==> src/core/tcc_pkg.sv <==
package tcc_pkg;
    // ************************************************************
    // register map
    // ************************************************************
    localparam logic [7:0]  OFS_TIMER_CONFIG   = 8'h8C;
    localparam logic [7:0]  OFS_TIMER_VIEW     = 8'h90;
    localparam logic [7:0]  OFS_HALFWORD_ORDER = 8'h98;
    localparam logic [7:0]  OFS_TICK_COUNTER   = 8'h9C;
    localparam logic [7:0]  OFS_DISCARD_TALLY  = 8'hA0;
    // ************************************************************
    // fields and reset values
    // ************************************************************
    localparam int          TIMER_RUN_BIT      = 29;
    localparam logic [15:0] PRELOAD_RESET      = 16'hFFFF;
    localparam logic [15:0] COUNT_RESET        = 16'hFFFF;
    localparam logic [31:0] ORDER_RESET        = 32'h00000000;
    localparam logic [31:0] ORDER_SWAPPED      = 32'hFFFFFFFF;
    localparam logic [31:0] TALLY_RESET        = 32'h00000000;
    localparam logic [31:0] TALLY_HALFWAY      = 32'h80000000;
    // ************************************************************
    // timing
    // ************************************************************
    localparam int          CLK_MHZ            = 250;
    localparam int          TICK_MHZ           = 25;
    localparam int          TICK_DIV           = CLK_MHZ / TICK_MHZ;
    localparam int          GPT_TICK_DIV       = 250;
    localparam int          CLEAR_DELAY_NS     = 160;

    typedef struct packed {
        logic        rd;
        logic        wr;
        logic [7:0]  addr;
        logic [31:0] wdata;
    } tcc_req_s;
endpackage : tcc_pkg

==> src/core/tcc_regs.sv <==
`timescale 1ns/1ns
// How it works
// - writing one to the run bit starts the timer and writing zero halts it.
// - a one-to-zero change of the run bit forces the preload to FFFFh.
// - the preload sits in bits 15:0, resets to FFFFh and is the start value.
// - a running timer raises a periodic interrupt set by the preload.
// - a read-only field shows the live timer count, resetting to FFFFh.
// - in 32-bit mode ordering is ignored and bus halves map straight.
// - in 16-bit mode with ordering not all ones, A1 set reaches the high word.
// - in 16-bit mode with ordering all ones, A1 set reaches the low word.
// - fifo data order to the network is always low word first.
// - a 32-bit counter starts at zero and counts every 25MHz cycle, wrapping.
// - in 16-bit mode the first halfword read of the counter latches it all.
// - after reset the counter may need up to 160ns to read as cleared.
// - the counter runs in every power state.
// - a 32-bit tally, reset to zero, counts each discarded receive frame.
// - any read of the tally returns its count and then clears it.
// - an event is raised when the tally steps into 80000000h.
module tcc_regs
    import tcc_pkg::*;
(
    input  wire logic        CLK,
    input  wire logic        RST_N,
    input  wire logic        BUS16,
    input  wire logic        RD,
    input  wire logic        WR,
    input  wire logic [7:0]  ADDR,
    input  wire logic [31:0] WDATA,
    input  wire logic        FRAME_DROP,
    output logic      [31:0] RDATA,
    output logic             TIMER_IRQ,
    output logic             TALLY_IRQ
);
    // ************************************************************
    // request decode
    // ************************************************************
    tcc_req_s    req;
    logic        swap_q;
    logic        swap_d;
    logic [7:0]  word_addr;
    logic        high_sel;
    logic [15:0] half_in;
    logic        bus16_meta_q;
    logic        bus16_q;

    // strap pin, resynchronised before any use
    always_ff @(posedge CLK) begin
        bus16_meta_q <= BUS16;
        bus16_q      <= bus16_meta_q;
    end

    assign req       = '{rd: RD, wr: WR, addr: ADDR, wdata: WDATA};
    assign word_addr = {req.addr[7:2], 2'b00};
    // A1 picks the half; all-ones order flips it
    assign high_sel  = req.addr[1] ^ swap_q;
    assign half_in   = req.wdata[15:0];

    function automatic logic [31:0] merge16(input logic [31:0] old, input logic hi,
                                            input logic [15:0] v);
        merge16 = hi ? {v, old[15:0]} : {old[31:16], v};
    endfunction : merge16

    function automatic logic [31:0] wr_value(input logic [31:0] old);
        wr_value = bus16_q ? merge16(old, high_sel, half_in) : req.wdata;
    endfunction : wr_value

    wire hit_cfg   = word_addr == OFS_TIMER_CONFIG;
    wire hit_view  = word_addr == OFS_TIMER_VIEW;
    wire hit_order = word_addr == OFS_HALFWORD_ORDER;
    wire hit_tick  = word_addr == OFS_TICK_COUNTER;
    wire hit_tally = word_addr == OFS_DISCARD_TALLY;

    // ************************************************************
    // host halfword order
    // ************************************************************
    logic [31:0] order_q;
    logic [31:0] order_d;
    assign order_d = (req.wr && hit_order) ? wr_value(order_q) : order_q;
    assign swap_d  = (order_d == ORDER_SWAPPED);

    always_ff @(posedge CLK) begin
        if (!RST_N) begin
            order_q <= ORDER_RESET;
            swap_q  <= 1'b0;
        end else begin
            order_q <= order_d;
            swap_q  <= swap_d;
        end
    end

    // ************************************************************
    // general purpose timer
    // ************************************************************
    logic [31:0] cfg_q;
    logic [31:0] cfg_wr;
    logic        run_q;
    logic        run_d;
    logic [15:0] preload_q;
    logic [15:0] preload_d;
    logic [15:0] count_q;
    logic [15:0] count_d;
    logic [7:0]  gpt_div_q;
    logic        gpt_tick;
    logic        wrap;

    assign cfg_q     = {2'b00, run_q, 13'h0000, preload_q};
    assign cfg_wr    = wr_value(cfg_q);
    assign run_d     = (req.wr && hit_cfg) ? cfg_wr[TIMER_RUN_BIT] : run_q;
    assign preload_d = (run_q && !run_d) ? PRELOAD_RESET :
                       (req.wr && hit_cfg) ? cfg_wr[15:0] : preload_q;
    assign gpt_tick  = (gpt_div_q == 8'(GPT_TICK_DIV - 1));
    assign wrap      = run_q && gpt_tick && (count_q == 16'h0000);
    assign count_d   = !run_q ? preload_d :
                       !gpt_tick ? count_q :
                       wrap ? preload_q : 16'(count_q - 16'h0001);

    always_ff @(posedge CLK) begin
        if (!RST_N) begin
            run_q     <= 1'b0;
            preload_q <= PRELOAD_RESET;
            count_q   <= COUNT_RESET;
            gpt_div_q <= 8'h00;
            TIMER_IRQ <= 1'b0;
        end else begin
            run_q     <= run_d;
            preload_q <= preload_d;
            count_q   <= count_d;
            gpt_div_q <= gpt_tick ? 8'h00 : 8'(gpt_div_q + 8'h01);
            TIMER_IRQ <= wrap;
        end
    end

    // ************************************************************
    // free running 25MHz counter
    // ************************************************************
    logic [31:0] tick_q;
    logic [3:0]  tick_div_q;
    logic [31:0] tick_latch_q;
    logic        tick_held_q;
    logic        tick_en;
    assign tick_en = (tick_div_q == 4'(TICK_DIV - 1));

    // runs in every power state; cleared the edge after reset, well inside 160ns
    always_ff @(posedge CLK) begin
        if (!RST_N) begin
            tick_q       <= 32'h00000000;
            tick_div_q   <= 4'h0;
            tick_latch_q <= 32'h00000000;
            tick_held_q  <= 1'b0;
        end else begin
            tick_div_q <= tick_en ? 4'h0 : 4'(tick_div_q + 4'h1);
            if (tick_en) begin
                tick_q <= 32'(tick_q + 32'h00000001);
            end
            if (req.rd && hit_tick && bus16_q) begin
                tick_held_q <= !tick_held_q;
                if (!tick_held_q) begin
                    tick_latch_q <= tick_q;
                end
            end
        end
    end

    // ************************************************************
    // discarded frame tally
    // ************************************************************
    logic [31:0] tally_q;
    logic [31:0] tally_d;
    logic        tally_rd;
    assign tally_rd = req.rd && hit_tally;
    // a drop in the clearing cycle is kept
    assign tally_d  = tally_rd ? {31'h0, FRAME_DROP} :
                      FRAME_DROP ? 32'(tally_q + 32'h00000001) : tally_q;

    always_ff @(posedge CLK) begin
        if (!RST_N) begin
            tally_q   <= TALLY_RESET;
            TALLY_IRQ <= 1'b0;
        end else begin
            tally_q   <= tally_d;
            TALLY_IRQ <= FRAME_DROP && !tally_rd && (tally_d == TALLY_HALFWAY);
        end
    end

    // ************************************************************
    // read path
    // ************************************************************
    logic [31:0] word_rd;
    logic [31:0] tick_rd;
    assign tick_rd = (bus16_q && tick_held_q) ? tick_latch_q : tick_q;
    assign word_rd = hit_cfg   ? cfg_q :
                     hit_view  ? {16'h0000, count_q} :
                     hit_order ? order_q :
                     hit_tick  ? tick_rd :
                     hit_tally ? tally_q : 32'h00000000;

    // fifo word order is fixed low first; only host-side halves are steered
    always_ff @(posedge CLK) begin
        if (!RST_N) begin
            RDATA <= 32'h00000000;
        end else if (req.rd) begin
            RDATA <= !bus16_q ? word_rd :
                     {16'h0000, high_sel ? word_rd[31:16] : word_rd[15:0]};
        end
    end

    // ************************************************************
    // checks
    // ************************************************************
    run_clear_a: assert property (@(posedge CLK) disable iff (!RST_N)
        $fell(run_q) |-> preload_q == PRELOAD_RESET)
        else $error("preload not forced on halt");

    tally_clear_a: assert property (@(posedge CLK) disable iff (!RST_N)
        (RD && hit_tally && !FRAME_DROP) |=> tally_q == 32'h00000000)
        else $error("tally not cleared by read");

    tally_count_a: assert property (@(posedge CLK) disable iff (!RST_N)
        (FRAME_DROP && !tally_rd) |=> tally_q == 32'($past(tally_q) + 1))
        else $error("tally missed a drop");

    tick_step_a: assert property (@(posedge CLK) disable iff (!RST_N)
        tick_en |=> tick_q == 32'($past(tick_q) + 1))
        else $error("free counter did not step");

    halt_hold_a: assert property (@(posedge CLK) disable iff (!RST_N)
        !run_q |=> count_q == preload_q)
        else $error("halted timer not at preload");

    wrap_irq_a: assert property (@(posedge CLK) disable iff (!RST_N)
        wrap |=> TIMER_IRQ && count_q == $past(preload_q))
        else $error("timer wrap not flagged");

    view_live_a: assert property (@(posedge CLK) disable iff (!RST_N)
        (RD && hit_view && !bus16_q) |=> RDATA == {16'h0000, $past(count_q)})
        else $error("view not live count");

    swap_map_a: assert property (@(posedge CLK) disable iff (!RST_N)
        (RD && bus16_q && hit_order && swap_q && !ADDR[1]) |=> RDATA[15:0] == 16'hFFFF)
        else $error("swapped halfword wrong");

    order_write_a: assert property (@(posedge CLK) disable iff (!RST_N)
        (WR && hit_order && !bus16_q) |=> order_q == $past(WDATA))
        else $error("order word not written");

    order_high_a: assert property (@(posedge CLK) disable iff (!RST_N)
        (WR && hit_order && bus16_q && !swap_q && ADDR[1])
        |=> order_q[31:16] == $past(WDATA[15:0]))
        else $error("order high half not written");

    order_low_a: assert property (@(posedge CLK) disable iff (!RST_N)
        (WR && hit_order && bus16_q && !swap_q && !ADDR[1])
        |=> order_q[15:0] == $past(WDATA[15:0]))
        else $error("order low half not written");

    swap_flag_a: assert property (@(posedge CLK) disable iff (!RST_N)
        swap_q == (order_q == ORDER_SWAPPED))
        else $error("swap flag out of step");

    rd_word_a: assert property (@(posedge CLK) disable iff (!RST_N)
        (RD && hit_cfg && !bus16_q) |=> RDATA == $past(cfg_q))
        else $error("config word read wrong");

    rd_high_a: assert property (@(posedge CLK) disable iff (!RST_N)
        (RD && bus16_q && hit_cfg && !swap_q && ADDR[1])
        |=> RDATA == {16'h0000, $past(cfg_q[31:16])})
        else $error("high half read wrong");

    rd_low_a: assert property (@(posedge CLK) disable iff (!RST_N)
        (RD && bus16_q && hit_cfg && !swap_q && !ADDR[1])
        |=> RDATA == {16'h0000, $past(cfg_q[15:0])})
        else $error("low half read wrong");

    rd_upper_a: assert property (@(posedge CLK) disable iff (!RST_N)
        (RD && bus16_q) |=> RDATA[31:16] == 16'h0000)
        else $error("upper lanes not zero");

    run_start_a: assert property (@(posedge CLK) disable iff (!RST_N)
        (WR && hit_cfg && !bus16_q && WDATA[TIMER_RUN_BIT]) |=> run_q)
        else $error("timer did not start");

    run_stop_a: assert property (@(posedge CLK) disable iff (!RST_N)
        (WR && hit_cfg && !bus16_q && !WDATA[TIMER_RUN_BIT]) |=> !run_q)
        else $error("timer did not halt");

    preload_wr_a: assert property (@(posedge CLK) disable iff (!RST_N)
        (WR && hit_cfg && !bus16_q && !(run_q && !WDATA[TIMER_RUN_BIT]))
        |=> preload_q == $past(WDATA[15:0]))
        else $error("preload not written");

    count_hold_a: assert property (@(posedge CLK) disable iff (!RST_N)
        (run_q && !gpt_tick) |=> count_q == $past(count_q))
        else $error("timer moved between ticks");

    count_step_a: assert property (@(posedge CLK) disable iff (!RST_N)
        (run_q && gpt_tick && count_q != 16'h0000)
        |=> count_q == 16'($past(count_q) - 16'h0001))
        else $error("timer did not step down");

    irq_cause_a: assert property (@(posedge CLK) disable iff (!RST_N)
        TIMER_IRQ |-> $past(wrap))
        else $error("timer irq without wrap");

    irq_pulse_a: assert property (@(posedge CLK) disable iff (!RST_N)
        TIMER_IRQ |=> !TIMER_IRQ)
        else $error("timer irq longer than a cycle");

    halt_quiet_a: assert property (@(posedge CLK) disable iff (!RST_N)
        !run_q |=> !TIMER_IRQ)
        else $error("halted timer raised irq");

    tick_div_a: assert property (@(posedge CLK) disable iff (!RST_N)
        tick_div_q < 4'(TICK_DIV))
        else $error("tick divider out of range");

    tick_hold_a: assert property (@(posedge CLK) disable iff (!RST_N)
        !tick_en |=> tick_q == $past(tick_q))
        else $error("free counter moved off tick");

    tick_latch_a: assert property (@(posedge CLK) disable iff (!RST_N)
        (RD && hit_tick && bus16_q && !tick_held_q)
        |=> tick_held_q && tick_latch_q == $past(tick_q))
        else $error("first half read did not latch");

    tick_second_a: assert property (@(posedge CLK) disable iff (!RST_N)
        (RD && hit_tick && bus16_q && tick_held_q)
        |=> !tick_held_q && RDATA == {16'h0000, $past(high_sel) ?
            $past(tick_latch_q[31:16]) : $past(tick_latch_q[15:0])})
        else $error("second half read not latched");

    reset_clear_a: assert property (@(posedge CLK) disable iff (!RST_N)
        $rose(RST_N) |-> tick_q == 32'h00000000 && tally_q == TALLY_RESET)
        else $error("counters not cleared by reset");

    tally_hold_a: assert property (@(posedge CLK) disable iff (!RST_N)
        (!FRAME_DROP && !tally_rd) |=> tally_q == $past(tally_q))
        else $error("tally moved without drop");

    tally_read_a: assert property (@(posedge CLK) disable iff (!RST_N)
        (RD && hit_tally && !bus16_q) |=> RDATA == $past(tally_q))
        else $error("tally read wrong");

    tally_irq_a: assert property (@(posedge CLK) disable iff (!RST_N)
        TALLY_IRQ |-> tally_q == TALLY_HALFWAY)
        else $error("tally irq off halfway");

    rd_hold_a: assert property (@(posedge CLK) disable iff (!RST_N)
        !RD |=> RDATA == $past(RDATA))
        else $error("read data not held");

    rd_unmapped_a: assert property (@(posedge CLK) disable iff (!RST_N)
        (RD && !bus16_q && !(hit_cfg || hit_view || hit_order || hit_tick || hit_tally))
        |=> RDATA == 32'h00000000)
        else $error("unmapped read not zero");
endmodule : tcc_regs

==> config.mk <==
export PLATFORM = sky130hd
export DESIGN_NAME = tcc_regs
export DESIGN_NICKNAME = d
export VERILOG_FILES = /design/src/core/tcc_pkg.sv /design/src/core/tcc_regs.sv
export SDC_FILE = /design/constraint.sdc
export NUM_CORES = 1
export LEC_CHECK = 0
export ABC_AREA = 0
export BUFFER_PORTS_ARGS = -buffer_cell sky130_fd_sc_hd__buf_2
export CORE_MARGIN = 2
export CORE_UTILIZATION = 60
export CTS_CLUSTER_SIZE = 20
export DETAILED_ROUTE_END_ITERATION = 10
export PLACE_DENSITY = 0.88
export SLEW_MARGIN = 20
export SYNTH_ARGS = -nofsm -noshare
export SYNTH_HDL_FRONTEND = slang
export SYNTH_SLANG_ARGS = --single-unit
==> constraint.sdc <==
create_clock -name CLK -period 3.15 [get_ports CLK]
set_clock_uncertainty 0.05 [all_clocks]
set_input_delay 0.315 -clock CLK [delete_from_list [all_inputs] [get_ports CLK]]
set_output_delay 0.315 -clock CLK [all_outputs]
set_load 0.01 [all_outputs]
==> flow_metrics.tcl, run 1 <==
set metrics [dict create \
    status "finished, final reports clean" \
    track_usage 0.334 \
    grt_pass1_vias 9343 \
    drcViolationCount 0 \
    path_class "flip-flop to flip-flop" \
    grt_pass1_wl_um 49000 \
    die_h_um 136 \
    antenna_found_initial 0 \
    rows 48 \
    rsz0062_at_grt "false" \
    peakVddDrop_mv 0.494 \
    hold_violations 0 \
    coreArea_um2 17200 \
    p_clk_frac 0.465 \
    cp_max_fo 22 \
    power_frac_comb 0.050 \
    post-cts-setup-buffer-count 0 \
    met2_length_um 13900 \
    synthCells 1338 \
    p_sw_uw 1270 \
    max_freq_ghz 0.367 \
    period_share 0.866 \
    drt-met1-wl_um 12700 \
    setup_tns_ns 0 \
    syn-num-nets 1391 \
    syn_area_per_cell_um2 7.82 \
    synth_area_leader_cell "dfxtp_1" \
    postCtsHoldBufs 1 \
    yosys-top-cells-area "dfxtp_1 40%, nor2_1 6.9%, nand2_1 6.7%, a21oi_1 6.5%, nand3_1 3.7%" \
    p_leak_uw 0.00433 \
    area_delta_synth_final_pct 12.4 \
    die_area_um2 18500 \
    drt_iter0_markers 1525 \
    finish.net_count 1435 \
    synth_top_area_share 0.404 \
    ios 80 \
    fill_cells 1408 \
    power_per_cell_area_nw_per_um2 475 \
    worst_pin_slew_ns 0.714 \
    clock-root-buffer "clkbuf_16" \
    grt_max_degree 94 \
    crit_path_end_kind "flip-flop" \
    synth_area_um2 10500 \
    post_drt_via_cell_ratio 6.46 \
    final_max_slew_viol_count 0 \
    synth-edff-count 0 \
    wl_per_cell_um 19.3 \
    start_util 0.609 \
    arrival_ns 3.02 \
    wl_um 31300 \
    synthTopCellsByCount "211 x dfxtp_1, 193 x nor2_1, 186 x nand2_1" \
    via_count 10483 \
    highest-signal-layer "met4" \
    r2r-end "count_q[13]" \
    fin_crit_ns 2.73 \
    ff2ff_setup_slack_ns 0.42 \
    cap_viol_max_count 0 \
    diodes 0 \
    crit_start "count_q[0]" \
    finalSetupViolCount 0 \
    gr-total-overflow 0 \
    insertion_delay_ns 0.51 \
    synth_seq_area_share 0.404 \
    ys_ff_latch 211 \
    wl_met3_um 3270 \
    netSwitchingFraction 0.228 \
    max-slew-margin-rel 0.524 \
    gp_congestion 1.06 \
    layout-drive-gt1-share 0.117 \
    fin_util 0.685 \
    synthFlopType "dfxtp_1" \
    cts_tree "built" \
    r2r_start "count_q[0]" \
    dp_hpwl_um 22300 \
    yosysUniqueCellTypes 71 \
    io_buffers 78 \
    power_frac_seq 0.484 \
    cts_htree_levels 1 \
    postRouteAntennaNets 0 \
    numCtsBuffers 22 \
    ys_warn_count 0 \
    clock-sinks 211 \
    dr.pass1.iters 6 \
    die_w_um 136 \
    endpoint "count_q[13]" \
    postSynth.asyncResetShare 0 \
    clock_path_buffers 3 \
    yosysMostFrequentCell "dfxtp_1" \
    cts_resized 0 \
    internal-power_uw 4310 \
    cp.required_ns 3.45 \
    worst_setup_path_start_kind "flip-flop" \
    hold_path.class "primary input to flip-flop" \
    r2r_cells 7 \
    clkTransAtPathRegs_ns 0.06 \
]
-- logic make-up after synthesis --
| group | share of synthesized area |
|---|---|
| adder cells (fa/ha/maj) | 0.00837 |
| AND/OR/NAND/NOR | 0.262 |
| AO/OA/AOI/OAI | 0.189 |
| flip-flops | 0.404 |
| XOR/XNOR | 0.0636 |
| buffers and inverters | 0.0427 |
| multiplexers | 0.0309 |
-- state kept, by name, summed over array words and instances (netlist names) --
signal / flops
tick_q: 32
bus16_meta_q: 1
order_q: 32
count_q: 16
tally_q: 32
tick_held_q: 1
gpt_div_q: 8
preload_q: 16
RDATA: 32
tick_latch_q: 32
TALLY_IRQ: 1
TIMER_IRQ: 1
swap_q: 1
tick_div_q: 4
run_q: 1
bus16_q: 1
-- placed cells by master, fill, tap and decap left out, types with 8 or more instances in the layout --
cell	instances
a311oi_1	14
a222oi_1	15
and3_1	14
nand3_1	77
nand2_1	186
o211ai_1	11
or3_1	8
o2111ai_1	9
buf_4	30
o221ai_1	16
mux2i_1	30
o21ai_0	41
a21oi_1	135
nand4_1	23
xnor2_1	35
a21boi_0	13
nor4_1	10
inv_1	23
xor2_1	41
clkbuf_1	10
dfxtp_1	211
clkbuf_16	23
nor2_1	193
nor3_1	25
buf_2	78
-- worst max-delay path, stage by stage, from the launching register on --
cell and delay, ns:
dfxtp_1 0.35, inv_1 0.10, ha_1 0.22, or4b_4 0.53
or3_4 0.43, or3_4 0.52, o221ai_1 0.24, o2111ai_1 0.13
-- layout make-up --
type | count | area [um^2] | share of cell area
Sequential cell | 211 | 4220 | 0.359
Multi-Input combinational cell | 1013 | 5800 | 0.493
Clock buffer | 38 | 682 | 0.0580
Clock inverter | 2 | 35.0 | 0.00298
Timing Repair Buffer | 110 | 646 | 0.0549
Tap cell | 225 | 282 | 0.0239
Inverter | 24 | 91.3 | 0.00777
-- metal layers --
layer,vias to the layer above,GRT usage
met3,103,0.0526
met2,638,0.525
li1,4848,-
met1,4894,0.455
met4,0,0.147
met5,-,0
-- metrics by stage --
step | cells | setup slack [ns] | hold WS [ns] | total power [uW] | cell area (um^2)
floorplan | 1338 | 0.651 | 0.260 | 2910 | 10500
detailed placement | 1582 | 0.476 | 0.264 | 3030 | 11000
CTS | 1623 | 0.440 | 0.0400 | 5580 | 11800
finish | 1623 | 0.422 | 0.0521 | 5590 | 11800
global placement | 1582 | 0.499 | 0.260 | 3030 | 11000
global route | 1623 | 0.240 | 0.0572 | 5730 | 11800
-- power by group through the flow --
stage | sequential [uW] | combinational (uW) | clock (uW)
floorplan | 2760 | 150 | 0
detailed placement | 2760 | 268 | 0
CTS | 2700 | 272 | 2610
finish | 2710 | 282 | 2600
global placement | 2760 | 265 | 0
global route | 2710 | 299 | 2720
-- worst min-delay path by stage --
| stage | start | end | slack [ns] | cells past startpoint |
|---|---|---|---|---|
| floorplan | bus16_meta_q | bus16_q | 0.26 | 0 |
| global placement | bus16_meta_q | bus16_q | 0.26 | 0 |
| detailed placement | bus16_meta_q | bus16_q | 0.26 | 0 |
| CTS | WDATA[4] | order_q[20] | 0.04 | 3 |
| global route | WDATA[4] | order_q[20] | 0.06 | 3 |
| finish | WDATA[4] | order_q[20] | 0.05 | 3 |
Note: power is estimated with default switching activity, not from simulation.
==> run 2: changes to the inputs <==
--- a/config.mk
+++ b/config.mk
@@ -7,8 +7,11 @@
 export LEC_CHECK = 0
 export ABC_AREA = 0
 export BUFFER_PORTS_ARGS = -buffer_cell sky130_fd_sc_hd__buf_2
+export CELL_PAD_IN_SITES_DETAIL_PLACEMENT = 1
+export CELL_PAD_IN_SITES_GLOBAL_PLACEMENT = 1
 export CORE_MARGIN = 2
-export CORE_UTILIZATION = 60
+export CORE_UTILIZATION = 45
+export CTS_CLUSTER_DIAMETER = 120
 export CTS_CLUSTER_SIZE = 20
 export DETAILED_ROUTE_END_ITERATION = 10
 export PLACE_DENSITY = 0.88
==> run 2 against run 1 <==
Compared with the run above: total power fell by 14%; non-clock buffer count rose by 12; sequential share of layout area rose by 0.50 points; sequential power barely moved; clock power fell by 30%; critical endpoint is now TALLY_IRQ.
==> flow_metrics.tcl, run 2 (same netlist as run 1, synthesis figures left out) <==
set metrics [dict create \
    wl_um 36000 \
    cp.required_ns 3.48 \
    power_per_cell_area_nw_per_um2 415 \
    worst_setup_path_start_kind "flip-flop" \
    finalSetupViolCount 0 \
    path_delay_family "simple AND/OR/NAND/NOR gates" \
    arrival_ns 3.16 \
    path_cells "ha_1, nand3_1, nor4_2, buf_4, nand3_1, nor3_1, xnor2_1, o21ai_0, nor4_1" \
    cts_htree_levels 1 \
    die_area_um2 24500 \
    hold_violations 0 \
    fin_crit_ns 2.83 \
    coreArea_um2 22700 \
    slowest_delay_ns 0.53 \
    grt_pass1_wl_um 56400 \
    clock-sinks 211 \
    path_class "flip-flop to flip-flop" \
    fin_util 0.511 \
    period_share 0.898 \
    dp_hpwl_um 26300 \
    clock_path_buffers 3 \
    setup_tns_ns 0 \
    drcViolationCount 0 \
    crit_path_end_kind "flip-flop" \
    postCtsHoldBufs 1 \
    antenna_found_initial 0 \
    drt_iter0_markers 947 \
    cp_common_cell "nand3_1" \
    grt_max_degree 66 \
    die_h_um 156 \
    r2r_cells 9 \
    p_total_uw 4820 \
    cp_slowest_cell "dfxtp_1" \
    whs_ns 0.0590 \
    critical_path_depth 9 \
    status "finished, final reports clean" \
    clock-root-buffer "clkbuf_16" \
    post_drt_via_cell_ratio 6.20 \
    rsz0062_at_grt "false" \
    io_buffers 78 \
    cts_tree "built" \
    p_leak_uw 0.00423 \
    gp_congestion 0.940 \
    start_util 0.461 \
    dr.pass1.iters 5 \
    numCtsBuffers 14 \
    cap_viol_max_count 0 \
    fill_cells 2794 \
    finish.net_count 1439 \
    placed_cells 1654 \
    ios 80 \
    max_freq_ghz 0.353 \
    peakVddDrop_mv 0.274 \
    postRouteAntennaNets 0 \
    worst_pin_slew_ns 0.741 \
    cts_resized 0 \
    hold_path.class "primary input to flip-flop" \
    track_usage 0.292 \
    layout_common_cells "211 x dfxtp_1, 193 x nor2_1, 186 x nand2_1, 135 x a21oi_1, 78 x buf_2" \
    wl_per_cell_um 21.5 \
    clkTransAtPathRegs_ns 0.09 \
    final_cells 1673 \
    cp_max_fo 13 \
    area_delta_synth_final_pct 10.9 \
    max-slew-margin-rel 0.505 \
    layout-drive-gt1-share 0.115 \
    post-cts-setup-buffer-count 0 \
    gr-total-overflow 0 \
    die_w_um 156 \
    rows 55 \
    min_path_cells 3 \
    insertion_delay_ns 0.49 \
    final_common_cell "dfxtp_1" \
    grt_pass1_vias 10233 \
    via_count 10378 \
    path_buf_inv 1 \
    final_max_slew_viol_count 0 \
]
-- run 2: worst paths after layout --
check | start | end | slack, ns
max | tally_q[0] | TALLY_IRQ | 0.32
min | WDATA[3] | order_q[3] | 0.06
max reg2reg | tally_q[0] | TALLY_IRQ | 0.32
min reg2reg | bus16_meta_q | bus16_q | 0.30
-- run 2: metrics by stage --
stage | setup slack, ns | area, um^2
3_5_place_dp | 0.347 | 11200
3_3_place_gp | 0.517 | 11200
6_report | 0.320 | 11600
2_1_floorplan | 0.651 | 10500
5_1_grt | 0.0974 | 11600
4_1_cts | 0.314 | 11600
-- run 2: final cells by class --
class | count | area [um^2] | share of cell area
diodes | 2 | 5.00 | 0.000431
clock buffers | 15 | 375 | 0.0324
clock inverters | 1 | 11.3 | 0.000971
inverters | 24 | 91.3 | 0.00787
multi-input cells | 1013 | 5800 | 0.500
flip-flops and latches | 211 | 4220 | 0.364
well taps | 285 | 357 | 0.0307
repair buffers | 122 | 736 | 0.0634
-- run 2: power by group --
part	internal [uW]	leakage [uW]	total [uW]	switching (uW)
clock	859	0.000191	1820	957
combinational	86.6	0.00233	295	208
sequential	2680	0.00170	2700	22.8
total	3630	0.00423	4820	1190
-- run 2: layer usage --
layer	vias up	part of all wire	GRT usage
met2	358	0.46	0.483
met4	0	0.045	0.118
met1	5116	0.43	0.384
li1	4831	-	-
met3	73	0.062	0.0438
met5	-	0	0
-- run 2: worst reg2reg max path, delay by kind of cell (launching register included) --
family / cells / cell delay (ns)
AOI/OAI and AO/OA: 1 / 0.12
xor gates and xnor gates: 1 / 0.17
adders and majority gates: 1 / 0.29
buffers and inverters: 1 / 0.24
DFF: 1 / 0.53
and+or+nand+nor: 5 / 1.35
==> run 3: changes to the inputs <==
--- a/config.mk
+++ b/config.mk
@@ -10,11 +10,13 @@
 export CELL_PAD_IN_SITES_DETAIL_PLACEMENT = 1
 export CELL_PAD_IN_SITES_GLOBAL_PLACEMENT = 1
 export CORE_MARGIN = 2
-export CORE_UTILIZATION = 45
+export CORE_UTILIZATION = 47
+export CTS_BUF_LIST = sky130_fd_sc_hd__clkbuf_8
 export CTS_CLUSTER_DIAMETER = 120
 export CTS_CLUSTER_SIZE = 20
 export DETAILED_ROUTE_END_ITERATION = 10
-export PLACE_DENSITY = 0.88
+export PLACE_DENSITY = 0.91
+export SETUP_SLACK_MARGIN = 0.05
 export SLEW_MARGIN = 20
 export SYNTH_ARGS = -nofsm -noshare
 export SYNTH_HDL_FRONTEND = slang
==> run 3 against run 2 <==
Compared with the run above: hold slack worse by 0.052 ns; count of clock-buffer cells in the layout stayed put; via count shrank 0.81%; worst setup slack got worse by 0.019 ns; non-clock buffer count shrank 9; fmax decreased by 0.68%; register-to-register slack lost 0.02 ns; clock power shrank 27%; largest cell class unchanged.
==> flow_metrics.tcl, run 3 (same netlist as run 1, synthesis figures left out) <==
set metrics [dict create \
    post_drt_via_cell_ratio 6.21 \
    grt_pass1_wl_um 55900 \
    final_common_cell "dfxtp_1" \
    power_per_cell_area_nw_per_um2 381 \
    dr.pass1.iters 5 \
    path_delay_family "simple AND/OR/NAND/NOR gates" \
    clock-root-buffer "clkbuf_8" \
    io_buffers 78 \
    diodes 0 \
    hold_path.class "primary input to flip-flop" \
    wl_per_cell_um 21.6 \
    period_share 0.904 \
    layout_common_cells "211 x dfxtp_1, 193 x nor2_1, 186 x nand2_1, 135 x a21oi_1, 78 x buf_2" \
    status "finished, final reports clean" \
    area_delta_synth_final_pct 8.51 \
    die_area_um2 23500 \
    rows 54 \
    clock_path_buffers 3 \
    fin_util 0.520 \
    cp_slowest_cell "dfxtp_1" \
    final_max_slew_viol_count 0 \
    path_class "flip-flop to flip-flop" \
    numCtsBuffers 14 \
    postRouteAntennaNets 0 \
    arrival_ns 3.23 \
    worst_pin_slew_ns 0.709 \
    cp_max_fo 13 \
    fin_crit_ns 2.85 \
    drcViolationCount 0 \
    peakVddDrop_mv 0.240 \
    slowest_delay_ns 0.53 \
    fill_cells 2745 \
    dp_hpwl_um 26500 \
    ios 80 \
    die_h_um 153 \
    cap_viol_max_count 0 \
    cts_resized 0 \
    setup_tns_ns 0 \
    cts_tree "built" \
    cts_htree_levels 1 \
    start_util 0.479 \
    p_leak_uw 0.00411 \
    insertion_delay_ns 0.54 \
    gp_congestion 0.947 \
    regArea_um2 4220 \
    rsz0062_at_grt "false" \
    clock-sinks 211 \
    grt_max_degree 67 \
    worst_setup_path_start_kind "flip-flop" \
    finalSetupViolCount 0 \
    layout-drive-gt1-share 0.110 \
    via_count 10294 \
    cp.required_ns 3.53 \
    hold_violations 0 \
    drt_iter0_markers 806 \
    coreArea_um2 21800 \
    final_cells 1657 \
    placed_cells 1640 \
    cp_common_cell "nand3_1" \
    max_freq_ghz 0.351 \
    multi_input_area_um2 5800 \
    grt_pass1_vias 10115 \
    crit_path_end_kind "flip-flop" \
    max-slew-margin-rel 0.526 \
    antenna_found_initial 0 \
    path_buf_inv 1 \
    clkTransAtPathRegs_ns 0.13 \
    finish.net_count 1430 \
    wl_um 35700 \
    die_w_um 153 \
    track_usage 0.296 \
    gr-total-overflow 0 \
    path_cells "ha_1, nand3_1, nor4_2, buf_4, nand3_1, nor3_1, xnor2_1, o21ai_0, nor4_1" \
]
## run 3: final timing paths
path | from | end | slack (ns) | cells past startpoint
worst max-delay path | tally_q[0] | TALLY_IRQ | 0.30 | 9
worst max register to register | tally_q[0] | TALLY_IRQ | 0.30 | 9
worst min register to register | bus16_meta_q | bus16_q | 0.29 | 0
worst min-delay path | WDATA[0] | order_q[0] | 0.007 | 3
## run 3: cell type report
type | instances | share of cell area
multi-input combinational | 1013 | 0.511
sequential | 211 | 0.372
timing repair buffer | 113 | 0.0588
tap | 280 | 0.0309
clock buffer | 15 | 0.0182
inverter | 24 | 0.00804
clock inverter | 1 | 0.000992
## run 3: repair_timing
| item | CTS | global route |
|---|---|---|
| setup endpoints to repair | 0 | 0 |
| endpoints found under the hold margin | 1 | 0 |
| buffers inserted | 0 | 0 |
| hold buffers | 1 | 0 |
## run 3: per-stage QoR
step / total power [uW] / hold WS [ns] / area (um^2) / setup slack, ns
floorplan: 2910 / 0.260 / 10500 / 0.651
global placement: 3040 / 0.263 / 11100 / 0.519
detailed placement: 3050 / 0.266 / 11100 / 0.382
CTS: 4340 / 0.000921 / 11400 / 0.338
global route: 4470 / 0.00815 / 11400 / 0.106
finish: 4320 / 0.00672 / 11400 / 0.301
## run 3: tightest hold or removal path, cell delays in order
cell and delay [ns]:
buf_2 0.13, nand2_1 0.06, a21oi_1 0.05
## run 3: where the power goes
part | leakage [uW] | internal [uW] | switching [uW]
sequential | 0.00170 | 2690 | 21.2
combinational | 0.00229 | 84.5 | 209
clock | 0.000114 | 443 | 881
## run 3: per-layer routing
metal / track usage / part of all wire / up-vias / wire length, um
met5: 0 / 0 / - / 0
met4: 0.105 / 0.037 / 0 / 1320
met3: 0.0428 / 0.062 / 67 / 2230
met2: 0.498 / 0.47 / 331 / 16800
met1: 0.389 / 0.43 / 5097 / 15400
li1: - / - / 4799 / -
